<file path="src/hw/oppe_pkg.sv">
// ****************************************************************
// operand and system bus event counter constants
// ****************************************************************
package oppe_pkg;

   // counter geometry
   localparam int unsigned OPPE_CNT_W    = 32;
   localparam int unsigned OPPE_NUM_CH   = 4;
   localparam int unsigned OPPE_SEL_W    = 4;
   localparam int unsigned OPPE_NUM_EV   = 15;
   localparam int unsigned OPPE_ADDR_W   = 12;

   // channel indices of counter_channel_three and counter_channel_four
   localparam int unsigned OPPE_CH_THREE = 2;
   localparam int unsigned OPPE_CH_FOUR  = 3;

   // register byte offsets
   localparam logic [11:0] OPPE_CTRL_OFF     = 12'h000;
   localparam logic [11:0] OPPE_STATUS_OFF   = 12'h004;
   localparam logic [11:0] OPPE_SEL_BASE     = 12'h010;
   localparam logic [11:0] OPPE_CNT_BASE     = 12'h020;

   // control fields
   localparam int unsigned OPPE_CTRL_EN_LSB  = 0;
   localparam int unsigned OPPE_CTRL_CHAIN_A = 4;
   localparam int unsigned OPPE_CTRL_CHAIN_B = 5;
   localparam int unsigned OPPE_CTRL_CLEAR   = 8;

   // reset values
   localparam logic [3:0]  OPPE_EN_RST       = 4'h0;
   localparam logic [1:0]  OPPE_CHAIN_RST    = 2'h0;
   localparam logic [3:0]  OPPE_OVF_RST      = 4'h0;

   // selectable event codes, in software encoding order
   typedef enum logic [3:0] {
      OPPE_EV_NONE,
      OPPE_EV_XY_WR,
      OPPE_EV_UR_RD,
      OPPE_EV_UR_WR,
      OPPE_EV_CM_RD,
      OPPE_EV_CM_WR,
      OPPE_EV_UB_MISS,
      OPPE_EV_WAIT_RD,
      OPPE_EV_WAIT_WR,
      OPPE_EV_WAIT_CM_RD,
      OPPE_EV_WAIT_CM_WR,
      OPPE_EV_SB_REQ,
      OPPE_EV_SB_RSP,
      OPPE_EV_SB_REQ_WAIT,
      OPPE_EV_SB_RSP_WAIT
   } oppe_event_e;

endpackage

</file>
<file path="src/hw/oppe_counter.sv">
`timescale 1ns/10ps
// ****************************************************************
// one result counter channel
// ****************************************************************
module oppe_counter #(
   parameter int unsigned W = 32
) (
   input  wire logic         clk,
   input  wire logic         resetn,
   input  wire logic         ce,
   input  wire logic         clr,
   input  wire logic         inc,
   output logic [W-1:0]      count_q,
   output logic              wrap
);

   // carry out towards a chained upper half
   assign wrap = inc & (&count_q) & ~clr;

   // clear beats increment so a restart never shows a stale step
   always_ff @(posedge clk or negedge resetn) begin
      if (!resetn) begin
         count_q <= '0;
      end else if (ce) begin
         if (clr) begin
            count_q <= '0;
         end else if (inc) begin
            count_q <= count_q + 1'b1;
         end
      end
   end
endmodule // oppe_counter

</file>
<file path="src/hw/oppe_top.sv">
// Our own choices: the address map and the APB interface to the registers.
`timescale 1ns/10ps
// Overview of operation
// xy write event counts operand writes via xy bus and operand bus.
// simultaneous x and y data moves add exactly one xy count.
// unified ram read and write counted apart, cache-routed accesses excluded.
// operand cache read miss event counts every read miss leaving the core.
// prefetch instruction misses never count as read or write misses.
// operand cache write misses counted, write-through accesses excluded.
// unified ram read buffer misses form a selectable event.
// operand read wait and write wait cycles are separate events.
// read miss wait includes cache fill waits from contention.
// write miss wait counts cycles caused by operand cache write misses.
// system bus cells counted per bus clock, only on channels three, four.
// request wait counts bus clocks with a request lacking its grant.
// response wait counts bus clocks with a response lacking its grant.
// many waiting requests in one cycle add a single count.
// counters run on the cpu clock and freeze while it is halted.
// counters are 32 bits, pairs chain into one 64-bit counter.
// software picks one event per channel; each qualifying cycle adds one.
module oppe_top
   import oppe_pkg::*;
#(
   parameter int unsigned NUM_REQ = 2,
   parameter int unsigned CNT_W   = oppe_pkg::OPPE_CNT_W
) (
   input  wire logic                         clk,
   input  wire logic                         resetn,
   input  wire logic                         ce,
   // apb slave
   input  wire logic                         psel,
   input  wire logic                         penable,
   input  wire logic                         pwrite,
   input  wire logic [oppe_pkg::OPPE_ADDR_W-1:0] paddr,
   input  wire logic [31:0]                  pwdata,
   output logic [31:0]                       prdata,
   output logic                              pready,
   output logic                              pslverr,
   // operand bus qualifiers
   input  wire logic                         xy_wr_xybus,
   input  wire logic                         xy_wr_opbus,
   input  wire logic                         x_data_move,
   input  wire logic                         y_data_move,
   input  wire logic                         uram_rd,
   input  wire logic                         uram_wr,
   input  wire logic                         uram_via_cache,
   input  wire logic                         opc_rd_miss,
   input  wire logic                         opc_wr_miss,
   input  wire logic                         prefetch_instruction,
   input  wire logic                         opc_write_through,
   input  wire logic                         uram_readbuf_miss,
   input  wire logic                         op_rd_wait,
   input  wire logic                         op_wr_wait,
   input  wire logic                         rd_miss_wait,
   input  wire logic                         fill_contention_wait,
   input  wire logic                         wr_miss_wait,
   // system bus qualifiers
   input  wire logic                         sb_clk_tick,
   input  wire logic                         sb_req_cell,
   input  wire logic                         sb_rsp_cell,
   input  wire logic [NUM_REQ-1:0]           sb_req_pend,
   input  wire logic [NUM_REQ-1:0]           sb_req_gnt,
   input  wire logic [NUM_REQ-1:0]           sb_rsp_pend,
   input  wire logic [NUM_REQ-1:0]           sb_rsp_gnt
);

   // ****************************************************************
   // elaboration checks
   // ****************************************************************
   if (CNT_W < 1 || CNT_W > 32) begin : g_bad_width
      $error("counter width must lie in 1..32");
   end
   if (NUM_REQ < 1) begin : g_bad_req
      $error("at least one system bus requester is needed");
   end

   // ****************************************************************
   // helper functions
   // ****************************************************************

   // system bus items exist only on the upper two channels
   function automatic logic is_sys(input logic [OPPE_SEL_W-1:0] code);
      return (code >= OPPE_SEL_W'(OPPE_EV_SB_REQ)) && (code <= OPPE_SEL_W'(OPPE_EV_SB_RSP_WAIT));
   endfunction

   // picks the selected event; unknown codes and misplaced bus items count nothing
   function automatic logic ev_pick(input logic [OPPE_SEL_W-1:0]  code,
                                    input logic [OPPE_NUM_EV-1:0] ev,
                                    input logic                   sys_ok);
      logic hit;
      hit = 1'b0;
      if (code < OPPE_SEL_W'(OPPE_NUM_EV)) begin
         hit = ev[code];
      end
      if (is_sys(code) && !sys_ok) begin
         hit = 1'b0;
      end
      return hit;
   endfunction

   // ****************************************************************
   // event qualification
   // ****************************************************************
   logic [OPPE_NUM_EV-1:0] ev;
   logic                   req_waiting;
   logic                   rsp_waiting;

   // or-reduction keeps several waiting requesters to one count per cycle
   assign req_waiting = |(sb_req_pend & ~sb_req_gnt);
   assign rsp_waiting = |(sb_rsp_pend & ~sb_rsp_gnt);

   // one bit per event code, each at most one per cycle
   always_comb begin
      ev                          = '0;
      ev[OPPE_EV_XY_WR]           = xy_wr_xybus | xy_wr_opbus | (x_data_move & y_data_move);
      ev[OPPE_EV_UR_RD]           = uram_rd & ~uram_via_cache;
      ev[OPPE_EV_UR_WR]           = uram_wr & ~uram_via_cache;
      ev[OPPE_EV_CM_RD]           = opc_rd_miss & ~prefetch_instruction;
      ev[OPPE_EV_CM_WR]           = opc_wr_miss & ~opc_write_through & ~prefetch_instruction;
      ev[OPPE_EV_UB_MISS]         = uram_readbuf_miss;
      ev[OPPE_EV_WAIT_RD]         = op_rd_wait;
      ev[OPPE_EV_WAIT_WR]         = op_wr_wait;
      ev[OPPE_EV_WAIT_CM_RD]      = rd_miss_wait | fill_contention_wait;
      ev[OPPE_EV_WAIT_CM_WR]      = wr_miss_wait;
      // bus items sample once per system bus clock, marked by the tick
      ev[OPPE_EV_SB_REQ]          = sb_clk_tick & sb_req_cell;
      ev[OPPE_EV_SB_RSP]          = sb_clk_tick & sb_rsp_cell;
      ev[OPPE_EV_SB_REQ_WAIT]     = sb_clk_tick & req_waiting;
      ev[OPPE_EV_SB_RSP_WAIT]     = sb_clk_tick & rsp_waiting;
   end

   // ****************************************************************
   // register file
   // ****************************************************************
   logic [OPPE_NUM_CH-1:0] en_q;
   logic [1:0]             chain_q;
   logic [OPPE_NUM_CH-1:0] ovf_q;
   logic [OPPE_SEL_W-1:0]  sel_q [OPPE_NUM_CH];
   logic [CNT_W-1:0]       cnt   [OPPE_NUM_CH];
   logic [OPPE_NUM_CH-1:0] wrap;
   logic [OPPE_NUM_CH-1:0] inc;
   logic [OPPE_NUM_CH-1:0] ovf_set;
   logic                   wr_acc;
   logic                   setup;
   logic                   clr;
   logic [31:0]            rd_d;
   logic                   err_d;

   // a frozen clock stalls the bus as well, so no write can slip past
   assign pready = ce;
   assign wr_acc = psel & penable & pwrite & ce;
   assign setup  = psel & ~penable & ce;
   assign clr    = wr_acc && (paddr == OPPE_CTRL_OFF) && pwdata[OPPE_CTRL_CLEAR];

   // address decode for reads and for the error answer
   always_comb begin
      rd_d  = 32'h0;
      err_d = 1'b0;
      if (paddr == OPPE_CTRL_OFF) begin
         rd_d[OPPE_CTRL_EN_LSB +: OPPE_NUM_CH] = en_q;
         rd_d[OPPE_CTRL_CHAIN_A]               = chain_q[0];
         rd_d[OPPE_CTRL_CHAIN_B]               = chain_q[1];
      end else if (paddr == OPPE_STATUS_OFF) begin
         rd_d[OPPE_NUM_CH-1:0] = ovf_q;
      end else if ((paddr[11:4] == OPPE_SEL_BASE[11:4]) && (paddr[1:0] == 2'h0)) begin
         rd_d[OPPE_SEL_W-1:0] = sel_q[paddr[3:2]];
      end else if ((paddr[11:4] == OPPE_CNT_BASE[11:4]) && (paddr[1:0] == 2'h0)) begin
         rd_d[CNT_W-1:0] = cnt[paddr[3:2]];
      end else begin
         err_d = 1'b1;
      end
   end

   // read data is captured in the setup phase and shown in the access phase
   always_ff @(posedge clk or negedge resetn) begin
      if (!resetn) begin
         prdata  <= 32'h0;
         pslverr <= 1'b0;
      end else if (setup) begin
         prdata  <= pwrite ? 32'h0 : rd_d;
         pslverr <= err_d;
      end
   end

   // control word: channel enables and the two chain bits
   always_ff @(posedge clk or negedge resetn) begin
      if (!resetn) begin
         en_q    <= OPPE_EN_RST;
         chain_q <= OPPE_CHAIN_RST;
      end else if (wr_acc && (paddr == OPPE_CTRL_OFF)) begin
         en_q       <= pwdata[OPPE_CTRL_EN_LSB +: OPPE_NUM_CH];
         chain_q[0] <= pwdata[OPPE_CTRL_CHAIN_A];
         chain_q[1] <= pwdata[OPPE_CTRL_CHAIN_B];
      end
   end

   // event selects, one per channel
   always_ff @(posedge clk or negedge resetn) begin
      if (!resetn) begin
         for (int i = 0; i < OPPE_NUM_CH; i++) begin
            sel_q[i] <= OPPE_SEL_W'(OPPE_EV_NONE);
         end
      end else if (wr_acc && (paddr[11:4] == OPPE_SEL_BASE[11:4]) && (paddr[1:0] == 2'h0)) begin
         sel_q[paddr[3:2]] <= pwdata[OPPE_SEL_W-1:0];
      end
   end

   // sticky overflow, write one to clear; a new overflow wins over the clear
   always_ff @(posedge clk or negedge resetn) begin
      if (!resetn) begin
         ovf_q <= OPPE_OVF_RST;
      end else if (ce) begin
         if (wr_acc && (paddr == OPPE_STATUS_OFF)) begin
            ovf_q <= (ovf_q & ~pwdata[OPPE_NUM_CH-1:0]) | ovf_set;
         end else if (clr) begin
            ovf_q <= OPPE_OVF_RST;
         end else begin
            ovf_q <= ovf_q | ovf_set;
         end
      end
   end

   // ****************************************************************
   // counter channels
   // ****************************************************************

   // an upper half in a chain follows the lower carry instead of its own event
   always_comb begin
      for (int i = 0; i < OPPE_NUM_CH; i++) begin
         inc[i] = en_q[i] & ev_pick(sel_q[i], ev, (i == OPPE_CH_THREE) || (i == OPPE_CH_FOUR));
      end
      if (chain_q[0]) begin
         inc[1] = wrap[0];
      end
      if (chain_q[1]) begin
         inc[OPPE_CH_FOUR] = wrap[OPPE_CH_THREE];
      end
      ovf_set    = wrap;
      ovf_set[0] = wrap[0] & ~chain_q[0];
      ovf_set[OPPE_CH_THREE] = wrap[OPPE_CH_THREE] & ~chain_q[1];
   end

   // ce is the cpu clock gate: sleep stops every channel
   for (genvar g = 0; g < OPPE_NUM_CH; g++) begin : g_ch
      oppe_counter #(
         .W       (CNT_W)
      ) u_cnt (
         .clk     (clk),
         .resetn  (resetn),
         .ce      (ce),
         .clr     (clr),
         .inc     (inc[g]),
         .count_q (cnt[g]),
         .wrap    (wrap[g])
      );
   end

   // ****************************************************************
   // assertions
   // ****************************************************************
   logic quiet0;
   assign quiet0 = ce && !clr && en_q[0];
endmodule // oppe_top

</file>
<file path="config.mk">
export PLATFORM = sky130hd
export DESIGN_NAME = oppe_top
export DESIGN_NICKNAME = d
export VERILOG_FILES = /design/src/hw/oppe_pkg.sv /design/src/hw/oppe_counter.sv /design/src/hw/oppe_top.sv
export SDC_FILE = /design/constraint.sdc
export NUM_CORES = 1
export LEC_CHECK = 0
export BUFFER_PORTS_ARGS = -buffer_cell sky130_fd_sc_hd__buf_4
export CELL_PAD_IN_SITES_DETAIL_PLACEMENT = 2
export CELL_PAD_IN_SITES_GLOBAL_PLACEMENT = 2
export CORE_ASPECT_RATIO = 1.4
export CORE_MARGIN = 1
export CORE_UTILIZATION = 38
export CTS_CLUSTER_SIZE = 40
export DETAILED_ROUTE_END_ITERATION = 10
export PLACE_DENSITY_LB_ADDON = 0.1
export SETUP_SLACK_MARGIN = 0.05
export SYNTH_ARGS = -nofsm -noshare
export SYNTH_HDL_FRONTEND = slang
export SYNTH_SLANG_ARGS = --single-unit
</file>
<file path="constraint.sdc">
create_clock -name clk -period 2.97 [get_ports clk]
set_clock_uncertainty 0.1 [all_clocks]
set_input_delay 0.4455 -clock clk [delete_from_list [all_inputs] [get_ports clk]]
set_output_delay 0.4455 -clock clk [all_outputs]
set_load 0.02 [all_outputs]
</file>
==> out/qor.yml, run 1 <==
finish:
  seq_area_um2: 4680
  final_nets: 1364
  design_area_um2: 13400
  n_antenna_cell: 0
  drive_gt1_share_pct: 23.4
  area.growth.synth_to_final_pct: 20.8
  multiInputGateArea_um2: 6170
  fillers: 3120
clocking:
  ctsRootBufferMaster: "clkbuf_16"
  numCtsBuffers: 17
  clkLatencyLatePin_ns: 0.46
  h-tree-depth: 4
  clkSinkCount: 187
  clk_path_buf_depth: 2
  cts_tree: "done"
  cts.clk_slew.worst_paths_ns: 0.07
hold_path:
  hold_class: "input port to flip-flop"
  hold-path-cell-count: 2
global_routing:
  grt_pass1_wl_um: 65600
  grtUsageTotal_pct: 29.0
  antenna_found_initial: 0
  grt_max_degree: 61
  grt_overflow: 0
  grt_pass1_vias: 11300
synthesis:
  yosys_warnings: 0
  ys_ff_latch: 187
  syn-num-nets: 1223
  synth_ff_type: "dfrtp_1"
  synth_cell_types: 60
  synth_edf_count: 0
  async_reset_ff_share_pct: 100
  syn_avg_cell_area_um2: 9.75
  netlist_instances: 1141
  yosysSeqAreaShare_pct: 42.1
  synth_area_um2: 11100
sta:
  fin_crit_sh_pct: 94.6
  layout_setup_ws_ns: 0.160
  max_freq_mhz: 356
  slew_violations: 0
  tns_ns: 0
  min_period_ns: 2.81
  holdWs_ns: 0.135
  finalHoldViolCount: 0
  rsz0062_at_grt: "false"
  max-slew-margin-rel_pct: 54.0
  setup_viol: 0
  tightest_slew_ns: 0.691
route:
  num_vias: 10100
  drt_pass1_iterations: 5
  ant_nets: 0
  routed_via_density: 6.05
  initialDrtViolationCount: 445
  routed_wirelength_um: 41500
  drc: 0
  routedWlPerCell_um: 24.9
pwr:
  seqPwrFrac_pct: 50.6
  power_uw: 5030
  p_leak_uw: 0.00579
  powerDensity_nw_per_um2: 375
  switching_share_pct: 23.9
  internal-power_uw: 3830
  pwr-share-comb_pct: 5.2
  switchingPower_uw: 1200
  vdd_drop_max_mv: 0.354
  clkPwrFrac_pct: 44.2
worst_setup_path:
  path_max_fanout: 9
  start_kind: "flip-flop"
  rrSetupSlack_ns: 0.16
  worstSetupPathType: "flip-flop to flip-flop"
  critPathCaptureType: "flip-flop"
  worstRegToRegCells: 9
  cp.required_ns: 3.24
  cp_data_arrival_time_ns: 3.08
flow_run:
  drv_cap: 0
place:
  place.gp.congestion: 0.852
  dp_slack_ns: -0.248
  place_area_um2: 12800
  portBuffers: 86
  dpl.hpwl_um: 31000
run_status:
  status: "finished, final reports clean"
die:
  die_y_um: 204
  start_util_pct: 38.9
  rows: 73
  die_w_um: 147
  core_area_um2: 28600
  die-area_um2: 30000
  ioPinCount: 112
-- cells by family after synthesis --
logic type               synth area share [%]
multiplexers                             13.4
adder cells (fa/ha/maj)                 0.450
AO/OA/AOI/OAI                            14.7
buffers and inverters                    3.18
XOR/XNOR                                 3.70
AND/OR/NAND/NOR                          22.5
flip-flops                               42.1
-- routing by layer --
layer / GRT usage [%] / routed length (um) / vias up
met3: 3.59 / 1230 / 66
met5: 0 / 0 / -
met1: 32.8 / 16300 / 5332
met2: 54.9 / 22700 / 181
met4: 11.3 / 1290 / 0
li1: - / - / 4507
-- registers in the layout, indices dropped and copies added, names as in the netlist --
register	flops
chain_q	2
en_q	4
g_ch.u_cnt.count_q	128
ovf_q	4
prdata	32
pslverr	1
sel_q	16
-- stage by stage --
stage | utilization, % | std cells
after CTS | 46.7 | 1661
after detailed placement | 44.7 | 1630
after global placement | 44.7 | 1630
after global routing | 47.0 | 1668
final | 47.0 | 1668
after floorplan | - | 1141
-- power by group through the flow --
stage	registers, uW	clock network, uW	logic [uW]
floorplan	2600	0	81.8
global placement	2600	0	260
detailed placement	2600	0	265
CTS	2550	2270	267
global route	2550	2350	284
finish	2550	2220	260
-- worst max-delay path, stage by stage (launching register included) --
cell and delay (ns):
dfrtp_1 0.54, nor2_1 0.08, a211oi_1 0.30, o221ai_2 0.20
a2111oi_4 0.39, buf_4 0.23, o211ai_2 0.15, buf_4 0.21
or3_1 0.31, a21oi_1 0.19
-- area by class of cell --
cell class | instances | share of cell area (%)
repair buffers | 194 | 11.4
clock buffers | 22 | 3.45
well taps | 375 | 3.49
clock inverters | 8 | 0.531
flip-flops and latches | 187 | 34.8
inverters | 16 | 0.447
multi-input cells | 866 | 45.9
-- final timing paths --
check,from,end
worst max-delay path,sel_q[12],g_ch[1].u_cnt.count_q[15]
worst min-delay path,pwdata[5],chain_q[1]
worst max register to register,sel_q[12],g_ch[1].u_cnt.count_q[15]
worst min register to register,pslverr,pslverr
max in group asynchronous,resetn,prdata[3]
min in group asynchronous,resetn,g_ch[0].u_cnt.count_q[11]
-- cells in the final DEF, fill, tap and decap left out, types with 17 or more instances in the layout --
master,count
o21ai_0,48
nand3_1,42
dfrtp_1,187
buf_4,187
o31ai_1,19
nor2_1,86
xor2_1,43
a21oi_1,67
a22o_1,27
or4_1,24
mux4_2,36
or3_1,19
nand4_1,30
nand2b_1,46
mux2i_1,45
clkbuf_16,17
mux2_2,20
nand2_1,122
and3_1,30
-- timing repair --
item                       4_1_cts  5_1_grt
setup endpoints to repair        2       35
pin swaps                        0        3
hold buffers                     1        0
hold endpoints to repair        55        0
buffers inserted                 0        7
resized for setup                4        6
-- cell usage after synthesis (20+ instances only) --
library cell  number  area [um2]
nand3_1           43         215
or4_1             24         180
xor2_1            43         377
clkbuf_1          51         191
dfrtp_1          187        4680
nand2_1          122         458
a22o_1            27         236
mux2_2            20         225
and3_1            32         200
nand2b_1          46         288
mux2i_1           45         450
nor2_1            87         327
a21oi_1           69         345
nand4_1           30         188
mux4_2            36         811
o21ai_0           48         240
Note: power is estimated with default switching activity, not from simulation.
==> run 2, diff against run 1 <==
--- a/config.mk
+++ b/config.mk
@@ -10,7 +10,8 @@
 export CELL_PAD_IN_SITES_GLOBAL_PLACEMENT = 2
 export CORE_ASPECT_RATIO = 1.4
 export CORE_MARGIN = 1
-export CORE_UTILIZATION = 38
+export CORE_UTILIZATION = 39
+export CTS_BUF_LIST = sky130_fd_sc_hd__clkbuf_8
 export CTS_CLUSTER_SIZE = 40
 export DETAILED_ROUTE_END_ITERATION = 10
 export PLACE_DENSITY_LB_ADDON = 0.1
==> out/qor.yml, run 2 (synthesis results as in run 1) <==
finish:
  area.growth.synth_to_final_pct: 19.6
  drive_gt1_share_pct: 23.5
  largest_reg_flops: 128
  final_cell_mix: "dfrtp_1 (185), buf_4 (179), nand2_1 (122)"
  multiInputGateArea_um2: 6160
  fillers: 2972
  layout_top_registers: "g_ch.u_cnt.count_q: 128 flops, prdata: 32 flops, sel_q: 16 flops"
  regMostFlops: "g_ch.u_cnt.count_q"
  stdcell_count: 1660
  final_common_cell: "dfrtp_1"
  n_antenna_cell: 0
  final_nets: 1359
  finalCoreUtilization_pct: 47.8
  seq_area_um2: 4680
die:
  ioPinCount: 112
  rows: 72
  die_y_um: 202
  core_area_um2: 27800
  die-area_um2: 29200
  start_util_pct: 40.0
  die_w_um: 145
sta:
  fin_crit_sh_pct: 96.4
  setup_viol: 0
  min_period_ns: 2.86
  finalHoldViolCount: 0
  max_freq_mhz: 349
  max-slew-margin-rel_pct: 48.8
  rsz0062_at_grt: "true"
  slew_violations: 0
  tightest_slew_ns: 0.768
clocking:
  numCtsBuffers: 17
  clk_path_buf_depth: 2
  cts_tree: "done"
  clkSinkCount: 187
  cts.clk_slew.worst_paths_ns: 0.10
  clkLatencyLatePin_ns: 0.51
  ctsRootBufferMaster: "clkbuf_8"
  h-tree-depth: 4
run_status:
  status: "finished, final reports clean"
global_routing:
  grt_max_degree: 108
  grt_pass1_wl_um: 65800
  grt_pass1_vias: 11400
  grt_overflow: 0
  antenna_found_initial: 0
  grtUsageTotal_pct: 30.5
route:
  drt_pass1_iterations: 6
  ant_nets: 0
  drc: 0
  num_vias: 10200
  routed_via_density: 6.12
  routed_wirelength_um: 42100
  routedWlPerCell_um: 25.3
  initialDrtViolationCount: 439
worst_setup_path:
  start_kind: "flip-flop"
  worstSetupPathType: "flip-flop to flip-flop"
  crit_path_max_incr_delay_ns: 0.43
  cp_data_arrival_time_ns: 3.20
  cp.required_ns: 3.31
  slowest_stage: "a2111oi_1"
  crit_top_cell: "buf_4"
  critPathCaptureType: "flip-flop"
  path_max_fanout: 14
  crit_chain: "nand3_1, nor4_2, buf_4, nand4_1, nor3_2, nand3_1, buf_4, a2111oi_1, buf_4, mux2i_1"
place:
  place_inst: 1622
  dpl.hpwl_um: 31100
  place.gp.congestion: 0.823
  portBuffers: 86
pwr:
  powerDensity_nw_per_um2: 350
  vdd_drop_max_mv: 0.247
  p_leak_uw: 0.00574
flow_run:
  drv_cap: 0
hold_path:
  hold_class: "input port to flip-flop"
## run 2: per-stage QoR
step / cell area, um2 / setup TNS (ns) / total power, uW / hold WS, ns / setup slack (ns)
finish: 13300 / 0 / 4650 / 0.0751 / 0.106
global route: 13300 / -0.0760 / 4790 / 0.0717 / -0.0381
CTS: 13300 / 0 / 4690 / 0.0500 / 0.0391
detailed placement: 12800 / -0.345 / 2860 / 0.371 / -0.0607
global placement: 12800 / 0 / 2860 / 0.366 / 0.0178
floorplan: 11100 / 0 / 2680 / 0.0499 / 0.415
## run 2: layout make-up
| type | count | share of cell area, % |
|---|---|---|
| Timing Repair Buffer | 189 | 11.5 |
| Tap cell | 370 | 3.48 |
| Multi-Input combinational cell | 866 | 46.3 |
| Clock buffer | 23 | 2.38 |
| Clock inverter | 9 | 0.705 |
| Inverter | 16 | 0.451 |
| Sequential cell | 187 | 35.2 |
## run 2: metal layers
layer	up-vias	global-route usage (%)	share of wire, %	routed length, um
li1	4502	-	-	-
met1	5356	35.2	39	16400
met2	216	54.7	54	22600
met3	91	3.55	3.0	1280
met4	0	15.8	4.4	1870
met5	-	0	0	0
## run 2: report_power, final
part	switching (uW)	internal, uW
clock	972	870
sequential	1.67	2550
combinational	161	99.7
## run 2: final timing paths
check                                                from                   endpoint  slack (ns)  depth (start not counted)
worst max-delay path            g_ch[2].u_cnt.count_q[23]   g_ch[3].u_cnt.count_q[8]        0.11                         10
worst min-delay path                            pwdata[5]                 chain_q[1]        0.08                          2
worst max register to register  g_ch[2].u_cnt.count_q[23]   g_ch[3].u_cnt.count_q[8]        0.11                         10
worst min register to register                    pslverr                    pslverr        0.39                          1
max in group asynchronous                          resetn  g_ch[2].u_cnt.count_q[20]        1.70                          3
min in group asynchronous                          resetn   g_ch[2].u_cnt.count_q[6]        0.40                          3
## run 2: worst max-delay path, delay by kind of cell, from the launching register on
kind | cells | cell delay (ns)
multiplexers | 1 | 0.17
flip-flops | 1 | 0.42
buffers and inverters | 3 | 0.58
AND/OR/NAND/NOR | 5 | 1.09
AO/OA/AOI/OAI | 1 | 0.43
## run 2: what timing repair did
action	4_1_cts	5_1_grt
setup endpoints to repair	11	22
hold endpoints to repair	187	0
gates resized for setup	5	8
setup buffers	4	1
pin swaps	4	4
hold buffers	1	0
==> run 3, diff against run 2 <==
--- a/config.mk
+++ b/config.mk
@@ -8,7 +8,7 @@
 export BUFFER_PORTS_ARGS = -buffer_cell sky130_fd_sc_hd__buf_4
 export CELL_PAD_IN_SITES_DETAIL_PLACEMENT = 2
 export CELL_PAD_IN_SITES_GLOBAL_PLACEMENT = 2
-export CORE_ASPECT_RATIO = 1.4
+export CORE_ASPECT_RATIO = 1.1
 export CORE_MARGIN = 1
 export CORE_UTILIZATION = 39
 export CTS_BUF_LIST = sky130_fd_sc_hd__clkbuf_8
==> out/qor.yml, run 3 (synthesis results as in run 1) <==
run_status:
  status: "finished, final reports clean"
finish:
  largest_reg_flops: 128
  layout_top_registers: "g_ch.u_cnt.count_q: 128 flops, prdata: 32 flops, sel_q: 16 flops"
  final_common_cell: "dfrtp_1"
  regMostFlops: "g_ch.u_cnt.count_q"
  fillers: 2972
  drive_gt1_share_pct: 23.4
  area.growth.synth_to_final_pct: 19.2
  finalCoreUtilization_pct: 47.4
  final_cell_mix: "dfrtp_1 (180), buf_4 (169), nand2_1 (122)"
  final_nets: 1350
  n_antenna_cell: 0
  design_area_um2: 13300
clocking:
  ctsRootBufferMaster: "clkbuf_8"
  clk_path_buf_depth: 2
  numCtsBuffers: 17
  cts_tree: "done"
  clkLatencyLatePin_ns: 0.51
  h-tree-depth: 4
  cts.clk_slew.worst_paths_ns: 0.11
  clkSinkCount: 187
route:
  drc: 0
  routedWlPerCell_um: 25.3
  ant_nets: 0
  routed_wirelength_um: 41500
  routed_via_density: 6.17
  num_vias: 10100
  drt_pass1_iterations: 5
  initialDrtViolationCount: 651
hold_path:
  hold-path-cell-count: 2
  hold_start: "pwdata[4]"
  min_to: "chain_q[0]"
  hold_class: "input port to flip-flop"
worst_setup_path:
  crit_path_max_incr_delay_ns: 0.46
  timing.rr.start: "g_ch[0].u_cnt.count_q[0]"
  worstReg2RegEnd: "g_ch[1].u_cnt.count_q[10]"
  cp_data_arrival_time_ns: 3.15
  slowest_stage: "or4_1"
  start_kind: "flip-flop"
  path_max_fanout: 11
  worstRegToRegCells: 11
  worstSetupPathType: "flip-flop to flip-flop"
  crit_chain: "ha_4, nand4_1, buf_6, nor3_4, nand3_4, a2111oi_4, buf_4, o21ai_2, buf_12, or4_1, nand2_1"
  critPathCaptureType: "flip-flop"
  rrSetupSlack_ns: 0.17
  cp.required_ns: 3.32
place:
  portBuffers: 86
  place.gp.congestion: 0.817
  dpl.hpwl_um: 29900
  place_area_um2: 12700
sta:
  tightest_slew_ns: 0.805
  holdWs_ns: 0.0935
  fin_crit_sh_pct: 94.3
  rsz0062_at_grt: "false"
  max_freq_mhz: 357
  slew_violations: 0
  setup_viol: 0
  finalHoldViolCount: 0
  max-slew-margin-rel_pct: 46.3
  min_period_ns: 2.80
flow_run:
  drv_cap: 0
die:
  die_y_um: 179
  core_area_um2: 27900
  die-area_um2: 29200
  ioPinCount: 112
  die_w_um: 163
  rows: 64
  start_util_pct: 39.8
global_routing:
  grt_pass1_vias: 11000
  grtUsageTotal_pct: 29.3
  grt_max_degree: 59
  grt_overflow: 0
  grt_pass1_wl_um: 64300
  antenna_found_initial: 0
pwr:
  p_leak_uw: 0.00570
  vdd_drop_max_mv: 0.215
  powerDensity_nw_per_um2: 357
-- run 3: worst max-delay path by stage --
stage	from	to	slack, ns
after floorplan	opc_write_through	g_ch[1].u_cnt.count_q[27]	0.41
after global placement	opc_write_through	g_ch[1].u_cnt.count_q[10]	0.004
after detailed placement	g_ch[2].u_cnt.count_q[22]	g_ch[3].u_cnt.count_q[8]	-0.04
after CTS	g_ch[0].u_cnt.count_q[0]	g_ch[1].u_cnt.count_q[23]	0.06
after global routing	g_ch[2].u_cnt.count_q[26]	g_ch[3].u_cnt.count_q[8]	0.02
final	g_ch[0].u_cnt.count_q[0]	g_ch[1].u_cnt.count_q[10]	0.17
-- run 3: what timing repair did --
action,4_1_cts,5_1_grt
endpoints found under the hold margin,54,0
gates resized for setup,2,18
cloned,0,0
pin swaps,0,5
buffers inserted,0,6
setup endpoints to repair,15,34
hold buffers,1,0
-- run 3: metrics by stage --
step / total power (uW) / worst slack [ns] / std cells / setup TNS, ns
detailed placement: 2850 / -0.0375 / 1605 / -0.109
CTS: 4780 / 0.0619 / 1638 / 0
global route: 4900 / 0.0192 / 1644 / 0
floorplan: 2680 / 0.415 / 1141 / 0
finish: 4740 / 0.170 / 1644 / 0
global placement: 2850 / 0.00436 / 1605 / 0
-- run 3: critical path, delay by kind of cell, from the launching register on --
| kind | cells | cell delay (ns) |
|---|---|---|
| AO/OA/AOI/OAI | 2 | 0.49 |
| buffers and inverters | 3 | 0.55 |
| adder cells (fa/ha/maj) | 1 | 0.16 |
| flip-flops | 1 | 0.43 |
| AND/OR/NAND/NOR | 5 | 1.00 |
-- run 3: where the power goes --
group          switching, uW  leakage [uW]  internal (uW)
clock                   1060      0.000209            875
combinational            156       0.00291           94.9
sequential              1.95       0.00258           2550
-- run 3: layout make-up --
class | count | area (um2) | area share, %
Timing Repair Buffer | 180 | 1460 | 11.0
Tap cell | 363 | 454 | 3.43
Clock inverter | 14 | 181 | 1.37
Inverter | 16 | 60.1 | 0.453
Multi-Input combinational cell | 866 | 6170 | 46.6
Clock buffer | 18 | 248 | 1.87
Sequential cell | 187 | 4690 | 35.4
-- run 3: per-layer routing --
| layer | GRT usage (%) | up-vias | wire length, um |
|---|---|---|---|
| li1 | - | 4485 | - |
| met1 | 37.1 | 5397 | 18000 |
| met2 | 51.6 | 196 | 21400 |
| met3 | 3.91 | 62 | 1220 |
| met4 | 9.07 | 0 | 890 |
| met5 | 0 | - | 0 |
